File: config.mk
export PLATFORM = sky130hd
export DESIGN_NAME = aprr_routing_regs
export DESIGN_NICKNAME = d
export VERILOG_FILES = /design/src/include/aprr_pkg.sv /design/src/hw/aprr_routing_regs.sv
export VERILOG_INCLUDE_DIRS = /design/src /design/src/include
export SDC_FILE = /design/constraint.sdc
export NUM_CORES = 1
export LEC_CHECK = 0
export ABC_AREA = 1
export BUFFER_PORTS_ARGS = -buffer_cell sky130_fd_sc_hd__buf_4
export CAP_MARGIN = 20
export CORE_UTILIZATION = 40
export DETAILED_ROUTE_END_ITERATION = 10
export PLACE_DENSITY = 0.73
export REMOVE_ABC_BUFFERS = 1
export SYNTH_ARGS = -nofsm -noshare
export SYNTH_HDL_FRONTEND = slang
export SYNTH_SLANG_ARGS = --single-unit
File: constraint.sdc
create_clock -name sys_clk -period 2.2 [get_ports sys_clk]
set_input_delay 0.11 -clock sys_clk [delete_from_list [all_inputs] [get_ports sys_clk]]
set_output_delay 0.11 -clock sys_clk [all_outputs]
set_load 0.02 [all_outputs]
File: src/include/aprr_consts.svh
// constants for the analog path routing register bank
`ifndef APRR_CONSTS_SVH
`define APRR_CONSTS_SVH
`define APRR_ADDR_W 4
`define APRR_OFF_PATH 4'h0
`define APRR_OFF_INPUT 4'h4
`define APRR_OFF_OUTPUT 4'h8
`define APRR_BIT_BANK 7
`define APRR_BIT_RSVD 6
`define APRR_STRB_LANE 0
`define APRR_IN_HEADSET_LOOP 6
`define APRR_IN_HANDSET_LOOP 5
`define APRR_IN_CALLERID 4
`define APRR_IN_LINE 3
`define APRR_IN_MICROPHONE 2
`define APRR_IN_HANDSET 1
`define APRR_IN_HEADSET 0
`define APRR_OUT_SIDETONE_HEADSET 5
`define APRR_OUT_SIDETONE_HANDSET 4
`define APRR_OUT_SPEAKER 3
`define APRR_OUT_LINE 2
`define APRR_OUT_HANDSET 1
`define APRR_OUT_HEADSET 0
`define APRR_RD_OUT_FLAG 8'h80
`define APRR_RST_SEL 8'h00
`define APRR_IN_MASK 8'h7f
`define APRR_OUT_MASK 8'h3f
`define APRR_RESP_OKAY 2'b00
`define APRR_RESP_SLVERR 2'b10
`endif

File: src/include/aprr_pkg.sv
// types for the analog path routing register bank
package aprr_pkg;
  typedef logic [7:0] aprr_byte_t;
  typedef logic [3:0] aprr_addr_t;
  typedef logic [31:0] aprr_word_t;
endpackage

File: src/hw/aprr_routing_regs.sv
// analog path routing select registers behind an axi4-lite slave
//
// How it works
// - a write with bit 7 clear loads bits 6..0 into the input routing register.
// - a write with bit 7 set loads the output routing register, whose bit 6 reads 0.
// - input bit 6 loops the headset input to the headset output, reset 0.
// - input bit 5 loops the handset input to the handset output, reset 0.
// - input bit 4 feeds the caller-id input to the adc, reset 0.
// - input bit 3 feeds the line input to the adc, reset 0.
// - input bit 2 feeds the microphone to the adc, reset 0.
// - input bit 1 feeds the handset input to the adc, reset 0.
// - input bit 0 feeds the headset input to the adc, reset 0.
// - output bit 5 routes sidetone to the headset output, reset 0.
// - output bit 4 routes sidetone to the handset output, reset 0.
// - output bit 3 feeds the dac to the speaker driver, reset 0.
// - output bit 2 feeds the dac to the line driver, reset 0.
// - output bit 1 feeds the dac to the handset driver, reset 0.
// - output bit 0 feeds the dac to the headset driver, reset 0.
//
// Our own choices: the address map and the AXI4-Lite interface to the registers.
`timescale 1ns/1ps
`include "aprr_consts.svh"

module aprr_routing_regs (
  // clock and reset
  input wire logic sys_clk,
  input wire logic sys_rst,
  // axi4-lite write address
  input wire logic s_axi_awvalid,
  output logic s_axi_awready,
  input wire aprr_pkg::aprr_addr_t s_axi_awaddr,
  // axi4-lite write data
  input wire logic s_axi_wvalid,
  output logic s_axi_wready,
  input wire aprr_pkg::aprr_word_t s_axi_wdata,
  input wire logic [3:0] s_axi_wstrb,
  // axi4-lite write response
  output logic s_axi_bvalid,
  input wire logic s_axi_bready,
  output logic [1:0] s_axi_bresp,
  // axi4-lite read address
  input wire logic s_axi_arvalid,
  output logic s_axi_arready,
  input wire aprr_pkg::aprr_addr_t s_axi_araddr,
  // axi4-lite read data
  output logic s_axi_rvalid,
  input wire logic s_axi_rready,
  output aprr_pkg::aprr_word_t s_axi_rdata,
  output logic [1:0] s_axi_rresp,
  // input path switch enables
  output logic headset_loop_through,
  output logic handset_loop_through,
  output logic callerid_to_adc_select,
  output logic line_in_to_adc_select,
  output logic microphone_to_adc_select,
  output logic handset_in_to_adc_select,
  output logic headset_in_to_adc_select,
  // output path switch enables
  output logic sidetone_to_headset_select,
  output logic sidetone_to_handset_select,
  output logic dac_to_speaker_select,
  output logic dac_to_line_out_select,
  output logic dac_to_handset_out_select,
  output logic dac_to_headset_out_select
);
  import aprr_pkg::*;

  aprr_byte_t inSel_r;
  aprr_byte_t outSel_r;
  logic awHeld_r;
  logic wHeld_r;
  aprr_addr_t awAddr_r;
  aprr_word_t wData_r;
  logic [3:0] wStrb_r;
  logic doWrite;
  logic wrOk;
  aprr_byte_t wByte;
  logic awHeld_nxt;
  logic wHeld_nxt;
  logic bValid_nxt;
  logic rValid_nxt;

  function automatic logic addrKnown(input aprr_addr_t a);
    return a == `APRR_OFF_PATH || a == `APRR_OFF_INPUT || a == `APRR_OFF_OUTPUT;
  endfunction

  // write address and data are held until both have arrived
  always_ff @(posedge sys_clk or posedge sys_rst) begin
    if (sys_rst) begin
      awHeld_r <= 1'b0;
      awAddr_r <= '0;
    end else if (doWrite) begin
      awHeld_r <= 1'b0;
    end else if (s_axi_awvalid && s_axi_awready) begin
      awHeld_r <= 1'b1;
      awAddr_r <= s_axi_awaddr;
    end
  end

  always_ff @(posedge sys_clk or posedge sys_rst) begin
    if (sys_rst) begin
      wHeld_r <= 1'b0;
      wData_r <= '0;
      wStrb_r <= '0;
    end else if (doWrite) begin
      wHeld_r <= 1'b0;
    end else if (s_axi_wvalid && s_axi_wready) begin
      wHeld_r <= 1'b1;
      wData_r <= s_axi_wdata;
      wStrb_r <= s_axi_wstrb;
    end
  end

  // next-state copies let the ready outputs come from flops with unchanged timing
  always_comb begin
    awHeld_nxt = awHeld_r;
    wHeld_nxt = wHeld_r;
    bValid_nxt = s_axi_bvalid;
    if (doWrite) begin
      awHeld_nxt = 1'b0;
      wHeld_nxt = 1'b0;
      bValid_nxt = 1'b1;
    end else begin
      if (s_axi_awvalid && s_axi_awready) begin
        awHeld_nxt = 1'b1;
      end
      if (s_axi_wvalid && s_axi_wready) begin
        wHeld_nxt = 1'b1;
      end
      if (s_axi_bready) begin
        bValid_nxt = 1'b0;
      end
    end
  end

  // ready flops reset high: the bank is idle out of reset
  always_ff @(posedge sys_clk or posedge sys_rst) begin
    if (sys_rst) begin
      s_axi_awready <= 1'b1;
      s_axi_wready <= 1'b1;
    end else begin
      s_axi_awready <= !awHeld_nxt && !bValid_nxt;
      s_axi_wready <= !wHeld_nxt && !bValid_nxt;
    end
  end

  assign doWrite = awHeld_r && wHeld_r && !s_axi_bvalid;
  assign wrOk = addrKnown(awAddr_r);
  // only the low byte carries select bits
  assign wByte = aprr_byte_t'(wData_r);

  always_ff @(posedge sys_clk or posedge sys_rst) begin
    if (sys_rst) begin
      s_axi_bvalid <= 1'b0;
      s_axi_bresp <= `APRR_RESP_OKAY;
    end else if (doWrite) begin
      s_axi_bvalid <= 1'b1;
      s_axi_bresp <= wrOk ? `APRR_RESP_OKAY : `APRR_RESP_SLVERR;
    end else if (s_axi_bready) begin
      s_axi_bvalid <= 1'b0;
    end
  end

  // shared word: bit 7 picks the bank, as on the serial host port
  always_ff @(posedge sys_clk or posedge sys_rst) begin
    if (sys_rst) begin
      inSel_r <= `APRR_RST_SEL;
    end else if (doWrite && wStrb_r[`APRR_STRB_LANE]) begin
      if ((awAddr_r == `APRR_OFF_PATH && !wByte[`APRR_BIT_BANK]) ||
          awAddr_r == `APRR_OFF_INPUT) begin
        inSel_r <= wByte & `APRR_IN_MASK;
      end
    end
  end

  always_ff @(posedge sys_clk or posedge sys_rst) begin
    if (sys_rst) begin
      outSel_r <= `APRR_RST_SEL;
    end else if (doWrite && wStrb_r[`APRR_STRB_LANE]) begin
      // output bank load, reserved bit forced 0
      if ((awAddr_r == `APRR_OFF_PATH && wByte[`APRR_BIT_BANK]) ||
          awAddr_r == `APRR_OFF_OUTPUT) begin
        outSel_r <= wByte & `APRR_OUT_MASK;
      end
    end
  end

  // read side; path offset reads the input bank since bit 7 cannot steer a read
  always_comb begin
    rValid_nxt = s_axi_rvalid;
    if (s_axi_arvalid && s_axi_arready) begin
      rValid_nxt = 1'b1;
    end else if (s_axi_rready) begin
      rValid_nxt = 1'b0;
    end
  end

  always_ff @(posedge sys_clk or posedge sys_rst) begin
    if (sys_rst) begin
      s_axi_arready <= 1'b1;
    end else begin
      s_axi_arready <= !rValid_nxt;
    end
  end

  always_ff @(posedge sys_clk or posedge sys_rst) begin
    if (sys_rst) begin
      s_axi_rvalid <= 1'b0;
      s_axi_rdata <= '0;
      s_axi_rresp <= `APRR_RESP_OKAY;
    end else if (s_axi_arvalid && s_axi_arready) begin
      s_axi_rvalid <= 1'b1;
      s_axi_rresp <= addrKnown(s_axi_araddr) ? `APRR_RESP_OKAY : `APRR_RESP_SLVERR;
      if (s_axi_araddr == `APRR_OFF_OUTPUT) begin
        s_axi_rdata <= {24'h000000, outSel_r | `APRR_RD_OUT_FLAG};
      end else if (addrKnown(s_axi_araddr)) begin
        s_axi_rdata <= {24'h000000, inSel_r};
      end else begin
        s_axi_rdata <= '0;
      end
    end else if (s_axi_rready) begin
      s_axi_rvalid <= 1'b0;
    end
  end

  // one flop per switch, no exclusion
  always_ff @(posedge sys_clk or posedge sys_rst) begin
    if (sys_rst) begin
      {headset_loop_through, handset_loop_through, callerid_to_adc_select,
       line_in_to_adc_select, microphone_to_adc_select, handset_in_to_adc_select,
       headset_in_to_adc_select} <= 7'h00;
      {sidetone_to_headset_select, sidetone_to_handset_select, dac_to_speaker_select,
       dac_to_line_out_select, dac_to_handset_out_select,
       dac_to_headset_out_select} <= 6'h00;
    end else begin
      headset_loop_through <= inSel_r[`APRR_IN_HEADSET_LOOP];
      handset_loop_through <= inSel_r[`APRR_IN_HANDSET_LOOP];
      callerid_to_adc_select <= inSel_r[`APRR_IN_CALLERID];
      line_in_to_adc_select <= inSel_r[`APRR_IN_LINE];
      microphone_to_adc_select <= inSel_r[`APRR_IN_MICROPHONE];
      handset_in_to_adc_select <= inSel_r[`APRR_IN_HANDSET];
      headset_in_to_adc_select <= inSel_r[`APRR_IN_HEADSET];
      sidetone_to_headset_select <= outSel_r[`APRR_OUT_SIDETONE_HEADSET];
      sidetone_to_handset_select <= outSel_r[`APRR_OUT_SIDETONE_HANDSET];
      dac_to_speaker_select <= outSel_r[`APRR_OUT_SPEAKER];
      dac_to_line_out_select <= outSel_r[`APRR_OUT_LINE];
      dac_to_handset_out_select <= outSel_r[`APRR_OUT_HANDSET];
      dac_to_headset_out_select <= outSel_r[`APRR_OUT_HEADSET];
    end
  end

  a_input_bank_load: assert property (@(posedge sys_clk) disable iff (sys_rst)
    doWrite && wStrb_r[`APRR_STRB_LANE] && awAddr_r == `APRR_OFF_PATH && !wByte[`APRR_BIT_BANK]
    |=> inSel_r == ($past(wByte) & `APRR_IN_MASK) && $stable(outSel_r))
    else $error("input bank not loaded");
  a_output_bank_load: assert property (@(posedge sys_clk) disable iff (sys_rst)
    doWrite && wStrb_r[`APRR_STRB_LANE] && awAddr_r == `APRR_OFF_PATH && wByte[`APRR_BIT_BANK]
    |=> outSel_r == ($past(wByte) & `APRR_OUT_MASK) && $stable(inSel_r))
    else $error("output bank not loaded");
  a_strobe_gate: assert property (@(posedge sys_clk) disable iff (sys_rst)
    doWrite && !wStrb_r[`APRR_STRB_LANE] |=> $stable(inSel_r) && $stable(outSel_r))
    else $error("masked write changed a bank");
  a_unmapped_write: assert property (@(posedge sys_clk) disable iff (sys_rst)
    doWrite && !wrOk |=> $stable(inSel_r) && $stable(outSel_r))
    else $error("unmapped write changed a bank");
  a_reserved_zero: assert property (@(posedge sys_clk) disable iff (sys_rst)
    outSel_r[7:6] == 2'b00)
    else $error("reserved output bit set");
  a_headset_loop: assert property (@(posedge sys_clk) disable iff (sys_rst)
    ##1 headset_loop_through == $past(inSel_r[6]))
    else $error("headset loop mismatch");
  a_handset_loop: assert property (@(posedge sys_clk) disable iff (sys_rst)
    $rose(inSel_r[5]) |=> handset_loop_through)
    else $error("handset loop late");
  a_handset_release: assert property (@(posedge sys_clk) disable iff (sys_rst)
    $fell(inSel_r[5]) |=> !handset_loop_through)
    else $error("handset loop not released");
  a_adc_sources: assert property (@(posedge sys_clk) disable iff (sys_rst)
    ##1 {callerid_to_adc_select, line_in_to_adc_select, microphone_to_adc_select,
    handset_in_to_adc_select, headset_in_to_adc_select} == $past(inSel_r[4:0]))
    else $error("adc source mismatch");
  a_sidetone_routes: assert property (@(posedge sys_clk) disable iff (sys_rst)
    ##1 {sidetone_to_headset_select, sidetone_to_handset_select} == $past(outSel_r[5:4]))
    else $error("sidetone route mismatch");
  a_dac_routes: assert property (@(posedge sys_clk) disable iff (sys_rst)
    ##1 {dac_to_speaker_select, dac_to_line_out_select, dac_to_handset_out_select,
    dac_to_headset_out_select} == $past(outSel_r[3:0]))
    else $error("dac route mismatch");
  a_write_answer: assert property (@(posedge sys_clk) disable iff (sys_rst)
    doWrite |=> s_axi_bvalid)
    else $error("write response missing");
  a_write_ready: assert property (@(posedge sys_clk) disable iff (sys_rst)
    s_axi_awready == (!awHeld_r && !s_axi_bvalid) && s_axi_wready == (!wHeld_r && !s_axi_bvalid))
    else $error("write ready out of step");
  a_read_answer: assert property (@(posedge sys_clk) disable iff (sys_rst)
    s_axi_arvalid && s_axi_arready |=> s_axi_rvalid && !s_axi_arready)
    else $error("read data missing");
endmodule

* After elaboration in Yosys (flattened, before gate mapping)
Cells that the tools add are included.
** Storage, ports and cells
- Register bits after elaboration :: 82
- Input port bits :: 51
- Output and inout bits :: 54
** Operators by class
- Reductions and logical operators :: 28
- Bitwise logic cells :: 1
- Eq/ne operators :: 4
- Mux-type cells :: 12
** Operator list (count)
- logical AND 1 bit :: 10
- == test 4 x 3 -> 1 bit, second input constant :: 2
- == test 4 bit, second input constant :: 2
- zero test 4 bit :: 2
- two-way mux 1 bit :: 8
- two-way mux 8 bit :: 1
- AND reduction 2 bit :: 4
- two-way mux 7 bit :: 1
- zero test 1 bit :: 6
- logical OR 1 bit :: 6
- two-way mux 2 bit :: 2
- inverter 1 bit :: 1

* Depth between registers and ports, before layout
Gate-level depths: netlist of the first run.
- Word-level depth :: 5
- Depth in mapped cells :: 6
- Mapped depth without buffers :: 6

* Worst setup path after synthesis of the first run
Ideal clock, no wire load.
- Path kind :: flip-flop to flip-flop
- From :: register s_axi_bvalid
- To :: register outSel_r[0]
- Library setup time :: 0.116 ns
- Setup slack :: 1.041 ns
- Period minus slack after synthesis :: 1.159 ns
- Stages on the path, launching flop included :: 7
- Arrival time :: 1.043 ns
- Cell sequence :: dfrtp_1 -> inv_2 -> nand3_4 -> nor2_4 -> nand2_4 -> nand2_1 -> nand2_1
** On the way
- Word-level cells in the longest chain between the ends :: 4
** RTL lines
- start, declared :: line aprr_routing_regs.sv:38 : output logic s_axi_bvalid,
- start signal, assigned :: line aprr_routing_regs.sv:154 : s_axi_bvalid <= 1'b0;
- start signal, assigned :: line aprr_routing_regs.sv:157 : s_axi_bvalid <= 1'b1;
- start signal, assigned :: line aprr_routing_regs.sv:160 : s_axi_bvalid <= 1'b0;
- zero test 1 bit :: line aprr_routing_regs.sv:147 : assign doWrite = awHeld_r && wHeld_r && !s_axi_bvalid;
- logical AND 1 bit :: line aprr_routing_regs.sv:147
- logical AND 1 bit :: line aprr_routing_regs.sv:179 : end else if (doWrite && wStrb_r[`APRR_STRB_LANE]) begin
- AND reduction 2 bit (no line)
- end signal, assigned :: line aprr_routing_regs.sv:178 : outSel_r <= `APRR_RST_SEL;
- end signal, assigned :: line aprr_routing_regs.sv:183 : outSel_r <= wByte & `APRR_OUT_MASK;
- end, declared :: line aprr_routing_regs.sv:69 : aprr_byte_t outSel_r;
Every way passes these cells.
A chain may end at the register's enable or synchronous reset.

* Worst setup path after layout of the first run
- From :: register s_axi_arready
- To :: register s_axi_rdata[4]
** On the way
- Word-level cells in the longest chain between the ends :: 1
** RTL lines
- start, declared :: line aprr_routing_regs.sv:43 : output logic s_axi_arready,
- start signal, assigned :: line aprr_routing_regs.sv:202 : s_axi_arready <= !rValid_nxt;
- logical AND 1 bit :: line aprr_routing_regs.sv:211 : end else if (s_axi_arvalid && s_axi_arready) begin
- end signal, assigned :: line aprr_routing_regs.sv:215 : s_axi_rdata <= {24'h000000, outSel_r | `APRR_RD_OUT_FLAG};
- end signal, assigned :: line aprr_routing_regs.sv:217 : s_axi_rdata <= {24'h000000, inSel_r};
- end, declared :: line aprr_routing_regs.sv:48 : output aprr_pkg::aprr_word_t s_axi_rdata,
Every way passes these cells.

==> results by group, run 1 <==
Status
  • Outcome: complete, no violations

Timing
  • Final Cycle Share: 0.6176
  • FMAX: 736.0 MHz
  • Setup WS post-layout: 0.8413 ns
  • Post-route minimum period: 1.359 ns
  • Final setup vio count: 0
  • Slew Limit Fails: 0
  • Final Skew: 0.006399 ns
  • RSZ-0062 raised after global routing: no
  • Relative slew slack: 0.6332
  • Final Hold Viols: 0
  • Worst hold slack: 0.02221 ns
  • Post-route setup TNS: 0 ns
  • Worst Tran Pin Value: 0.5494 ns

Detailed routing
  • Via count: 1622
  • DR pass1 iterations: 4
  • DRT antenna net count: 0
  • Drt total wl: 4214 um
  • Detailed-route wire length per cell: 11.51 um
  • DRC errors left: 0
  • DR iter-0 viols: 87
  • Vias per Instance: 4.432

Flow run
  • # Max-Cap Violations: 0

Finish
  • N_diodes: 0
  • Layout cells sized above 1: 0.2585
  • Core Util, Final: 0.5046
  • Final Cell Area: 0.002813 mm^2
  • Final #Nets: 344
  • Non-Filler Instances: 366
  • Area Overhead vs Synth: 20.41%

Pwr
  • Pwr Density: 1176 mW/mm^2
  • VDD IR max: 0.0006335 V
  • Final Power: 3.308 mW
  • Pleak: 1.526 nW

Synthesis
  • Dominant cells by area after synthesis: dfrtp_1 (57%), nand2_1 (12%), buf_4 (8.4%)
  • Post-synthesis mux area share: 0
  • Yosys cell types: 20
  • Compound-Gate Fraction of Synth Area: 0.04071
  • Ys flop type: dfrtp_1
  • Sequential area share after synthesis: 0.6015
  • XOR/XNOR Fraction of Synth Area: 0
  • Main combinational cell family by area after synthesis: simple AND/OR/NAND/NOR gates
  • Yosys top cell area share: 0.5678
  • Simple-Gate Fraction of Synth Area: 0.2410
  • Mapped Area: 0.002336 mm^2
  • Synth async-reset ratio: 1.000
  • Count leader, synth: nand2_1
  • Synth Area per Inst: 9.898 um^2
  • Synthesis-stage register bit count: 56
  • Yosys top cell by area: dfrtp_1
  • YS warnings: 0
  • Post-synth EDFFs: 0
  • Post-synth top cells: nand2_1 (72), dfrtp_1 (53), nand3_1 (29)
  • Synth Area in Adders: 0
  • Gate Count Post-Synth: 236

Worst setup path
  • Startpoint type of the worst setup path: flip-flop
  • Required time of the critical path: 2.45 ns
  • Crit Path Class: reg2reg
  • Element type at the critical path end: flip-flop
  • CP arrival: 1.61 ns
  • Worst-path fanout max: 12

GRT
  • Total grt overflow: 0
  • Initial antenna violation count: 0
  • Largest net degree at the start of global routing: 32
  • Vias in the first global route: 1523
  • Gr usage total: 0.1495
  • First-pass GRT wire length: 6989 um

Clock tree
  • H-tree levels: 2
  • Setup bufs post-CTS: 0
  • Number of buffers created by CTS: 5
  • CTS tree: built
  • Latest clock arrival within the worst-skew pair: 0.31 ns
  • Clock sink total: 56
  • Clk pin slew, worst setup/hold paths: 0.09 ns
  • Clk buf depth: 2
  • Clock root buffer: clkbuf_8

Min path
  • Type of the tightest min-delay check: in2reg

Placed design
  • # port buffers: 51
  • Placed insts: 357
  • Routability cong.: 0.7034
  • Hpwl dp: 3189 um
  • DP Area: 0.002718 mm^2
  • Place WS: 0.8321 ns

Floorplanning
  • Core area: 0.005574 mm^2
  • Boundary Pins: 105
  • DIE WIDTH: 78.42 um
  • Die area: 0.006150 mm^2
  • Initial Utilization: 0.4191
  • FP Rows: 27
  • Die Span Y: 78.42 um
-- cell families after synthesis --
logic type / count (synthesis)
flops: 56
compound gates: 14
buf+inv: 45
simple gates: 120
other cells: 1
-- final cells by class --
class | count | area [um^2]
multi-input cells | 160 | 755.7
fillers | 547 | 2761
well taps | 72 | 90.09
clock inverters | 2 | 12.51
repair buffers | 53 | 412.9
inverters | 17 | 63.81
clock buffers | 6 | 72.57
flip-flops and latches | 56 | 1405
-- layout by cell type, fill, tap and decap left out, drive strengths merged --
cell type and n:
nand2 75, dfrtp 53, buf 52, nand3 30, conb 26, inv 16
nor2 9, o21ai 8, nand4 6, clkbuf 6, a21oi 5, dfstp 3
clkinv 2, a21o 1, clkinvlp 1, dlygate4sd3 1
-- state kept, by name, indices dropped and copies added, names as in the netlist, 4 cells and up --
| register | count |
|---|---|
| s_axi_rdata | 8 |
| wData_r | 8 |
| inSel_r | 7 |
| outSel_r | 6 |
| awAddr_r | 4 |
-- power by group --
group | internal [mW] | leakage [nW] | switching [mW]
Sequential | 1.40 | 0.715 | 0.254
Clock | 0.223 | 0.0412 | 0.313
Combinational | 0.406 | 0.770 | 0.710
-- timing repair --
| action | in CTS | in global routing |
|---|---|---|
| hold buffers | 1 | 0 |
| resized for setup | 0 | 0 |
| setup endpoints to repair | 0 | 0 |
| hold endpoints to repair | 22 | 0 |
-- final timing paths --
check	start	cells after the start	slack, ns	to
worst min-delay path	s_axi_rready	3	0.02	s_axi_arready$_DFF_PP1_
worst max-delay path	s_axi_arready$_DFF_PP1_	4	0.84	s_axi_rdata[4]$_DFFE_PP0P_
worst max register to register	s_axi_arready$_DFF_PP1_	4	0.84	s_axi_rdata[4]$_DFFE_PP0P_
max in group asynchronous	sys_rst	4	1.25	inSel_r[3]$_DFFE_PP0P_
min in group asynchronous	sys_rst	3	0.40	awHeld_r$_DFF_PP0_
worst min register to register	outSel_r[1]$_DFFE_PP0P_	0	0.41	dac_to_handset_out_select$_DFF_PP0_
-- critical path, cell delays in order (launching register included) --
cell,delay [ns]
dfstp_2,0.54
nand2_1,0.27
inv_2,0.26
nand4_1,0.13
nand3_1,0.11
-- per-layer routing --
layer,global-route usage,share of wire
met1,0.1860,0.43
met2,0.2482,0.49
met5,0,0
met4,0.04630,0.011
met3,0.04651,0.066
(Power assumes the default switching activity.)
==> run 2, diff against run 1 <==
==> constraint.sdc (replaced) <==
create_clock -name sys_clk -period 1.4 [get_ports sys_clk]
set_input_delay 0.07 -clock sys_clk [delete_from_list [all_inputs] [get_ports sys_clk]]
set_output_delay 0.07 -clock sys_clk [all_outputs]
set_load 0.02 [all_outputs]
==> results by group, run 2 (synthesized netlist as in run 1, its figures left out) <==
Status
  • Outcome: complete, no violations

Clock tree
  • H-tree levels: 2
  • Clk buf depth: 2
  • Latest clock arrival within the worst-skew pair: 0.31 ns
  • Clock root buffer: clkbuf_8
  • Clock sink total: 56
  • Clk pin slew, worst setup/hold paths: 0.11 ns
  • Number of buffers created by CTS: 5
  • CTS tree: built
  • Setup bufs post-CTS: 0

Timing
  • Setup WS post-layout: 0.1401 ns
  • Post-route minimum period: 1.260 ns
  • Post-route setup TNS: 0 ns
  • Final setup vio count: 0
  • Final Skew: 0.008128 ns
  • Final Hold Viols: 0
  • Slew Limit Fails: 0
  • RSZ-0062 raised after global routing: no
  • Worst hold slack: 0.005184 ns
  • Final Cycle Share: 0.9000
  • FMAX: 793.7 MHz

Finish
  • Layout cells sized above 1: 0.2614
  • N_diodes: 0
  • Commonest cells after routing, fill and taps aside: nand2_1 (72), buf_4 (54), dfrtp_1 (53)
  • Final Cell Area: 0.002937 mm^2
  • Commonest non-fill, non-tap cell in the layout: nand2_1
  • Non-Filler Instances: 378
  • Final #Nets: 356
  • Area Overhead vs Synth: 25.71%
  • Core Util, Final: 0.5268
  • Multi-input logic area: 755.7 um^2
  • Top Registers: s_axi_rdata (8), wData_r (8), inSel_r (7)
  • Register area: 0.001405 mm^2
  • Fillcell total: 559

Worst setup path
  • Startpoint type of the worst setup path: flip-flop
  • Required time of the critical path: 1.62 ns
  • Reg2Reg Setup Slack: 0.14 ns
  • Worst-path fanout max: 11
  • Crit Path Class: reg2reg
  • CP arrival: 1.48 ns
  • Element type at the critical path end: flip-flop

Placed design
  • Routability cong.: 0.7051
  • # port buffers: 51
  • Hpwl dp: 3205 um
  • DP Area: 0.002740 mm^2
  • Placed insts: 360
  • Place WS: 0.1588 ns

Pwr
  • Final Power: 5.335 mW
  • Pwr Density: 1817 mW/mm^2
  • Pleak: 1.583 nW
  • VDD IR max: 0.0007787 V

Floorplanning
  • Die Span Y: 78.42 um
  • Initial Utilization: 0.4191
  • Core area: 0.005574 mm^2
  • Die area: 0.006150 mm^2
  • DIE WIDTH: 78.42 um
  • Boundary Pins: 105
  • FP Rows: 27

Detailed routing
  • DR pass1 iterations: 4
  • DRC errors left: 0
  • Vias per Instance: 4.452
  • Detailed-route wire length per cell: 11.62 um
  • Drt total wl: 4391 um
  • DRT antenna net count: 0
  • Via count: 1683
  • DR iter-0 viols: 96

GRT
  • Initial antenna violation count: 0
  • Largest net degree at the start of global routing: 57
  • Vias in the first global route: 1657
  • First-pass GRT wire length: 7396 um
  • Gr usage total: 0.1549
  • Total grt overflow: 0

Flow run
  • # Max-Cap Violations: 0

Min path
  • Type of the tightest min-delay check: in2reg
==> run 2: cell types whose count changed in the layout (fill, tap and decap cells not counted) <==
| cell | before | now |
|---|---|---|
| dlygate4sd3_1 | 1 | 10 |
| inv_8 | 0 | 1 |
| clkbuf_1 | 1 | 0 |
| clkinv_4 | 0 | 1 |
| clkinv_2 | 1 | 0 |
| buf_4 | 51 | 54 |
==> run 2: path summary, 6_finish.rpt <==
check | from | endpoint | cells after the start
setup / recovery | s_axi_bvalid$_DFF_PP0_ | outSel_r[4]$_DFFE_PP0P_ | 6
min in group asynchronous | sys_rst | awAddr_r[2]$_DFFE_PP0P_ | 4
setup reg to reg | s_axi_bvalid$_DFF_PP0_ | outSel_r[4]$_DFFE_PP0P_ | 6
hold reg to reg | inSel_r[2]$_DFFE_PP0P_ | microphone_to_adc_select$_DFF_PP0_ | 0
hold / removal | s_axi_awaddr[1] | awAddr_r[1]$_DFFE_PP0P_ | 3
max in group asynchronous | sys_rst | s_axi_arready$_DFF_PP1_ | 4
==> run 2: repair_timing <==
| item | in CTS | in global routing |
|---|---|---|
| hold buffers | 10 | 0 |
| gates resized for setup | 0 | 0 |
| endpoints found under the hold margin | 62 | 0 |
==> run 2: area by class of cell <==
class	count	share of cell area
Clock buffer	5	0.02343
Clock inverter	3	0.009374
Inverter	17	0.02173
Multi-Input combinational cell	160	0.2573
Sequential cell	56	0.4785
Tap cell	72	0.03068
Timing Repair Buffer	65	0.1790
==> run 2: report_power, final <==
group / internal (mW) / leakage, nW / switching (mW)
Combinational: 0.684 / 0.822 / 1.13
Clock: 0.368 / 0.0463 / 0.548
Sequential: 2.20 / 0.715 / 0.401
==> run 2: worst max-delay path, cell delays in order (launching register included) <==
cell,delay (ns)
dfrtp_1,0.41
inv_2,0.08
nand3_4,0.16
nor2_4,0.28
nand2_4,0.10
nand2_1,0.07
nand2_1,0.04
==> run 2: per-layer routing <==
| layer | track usage | vias to the layer above | part of all wire |
|---|---|---|---|
| met3 | 0.03488 | 5 | 0.062 |
| met1 | 0.1841 | 778 | 0.44 |
| met2 | 0.2789 | 58 | 0.49 |
| met4 | 0.04444 | 0 | 0.0087 |
| met5 | 0 | - | 0 |
| li1 | - | 842 | - |
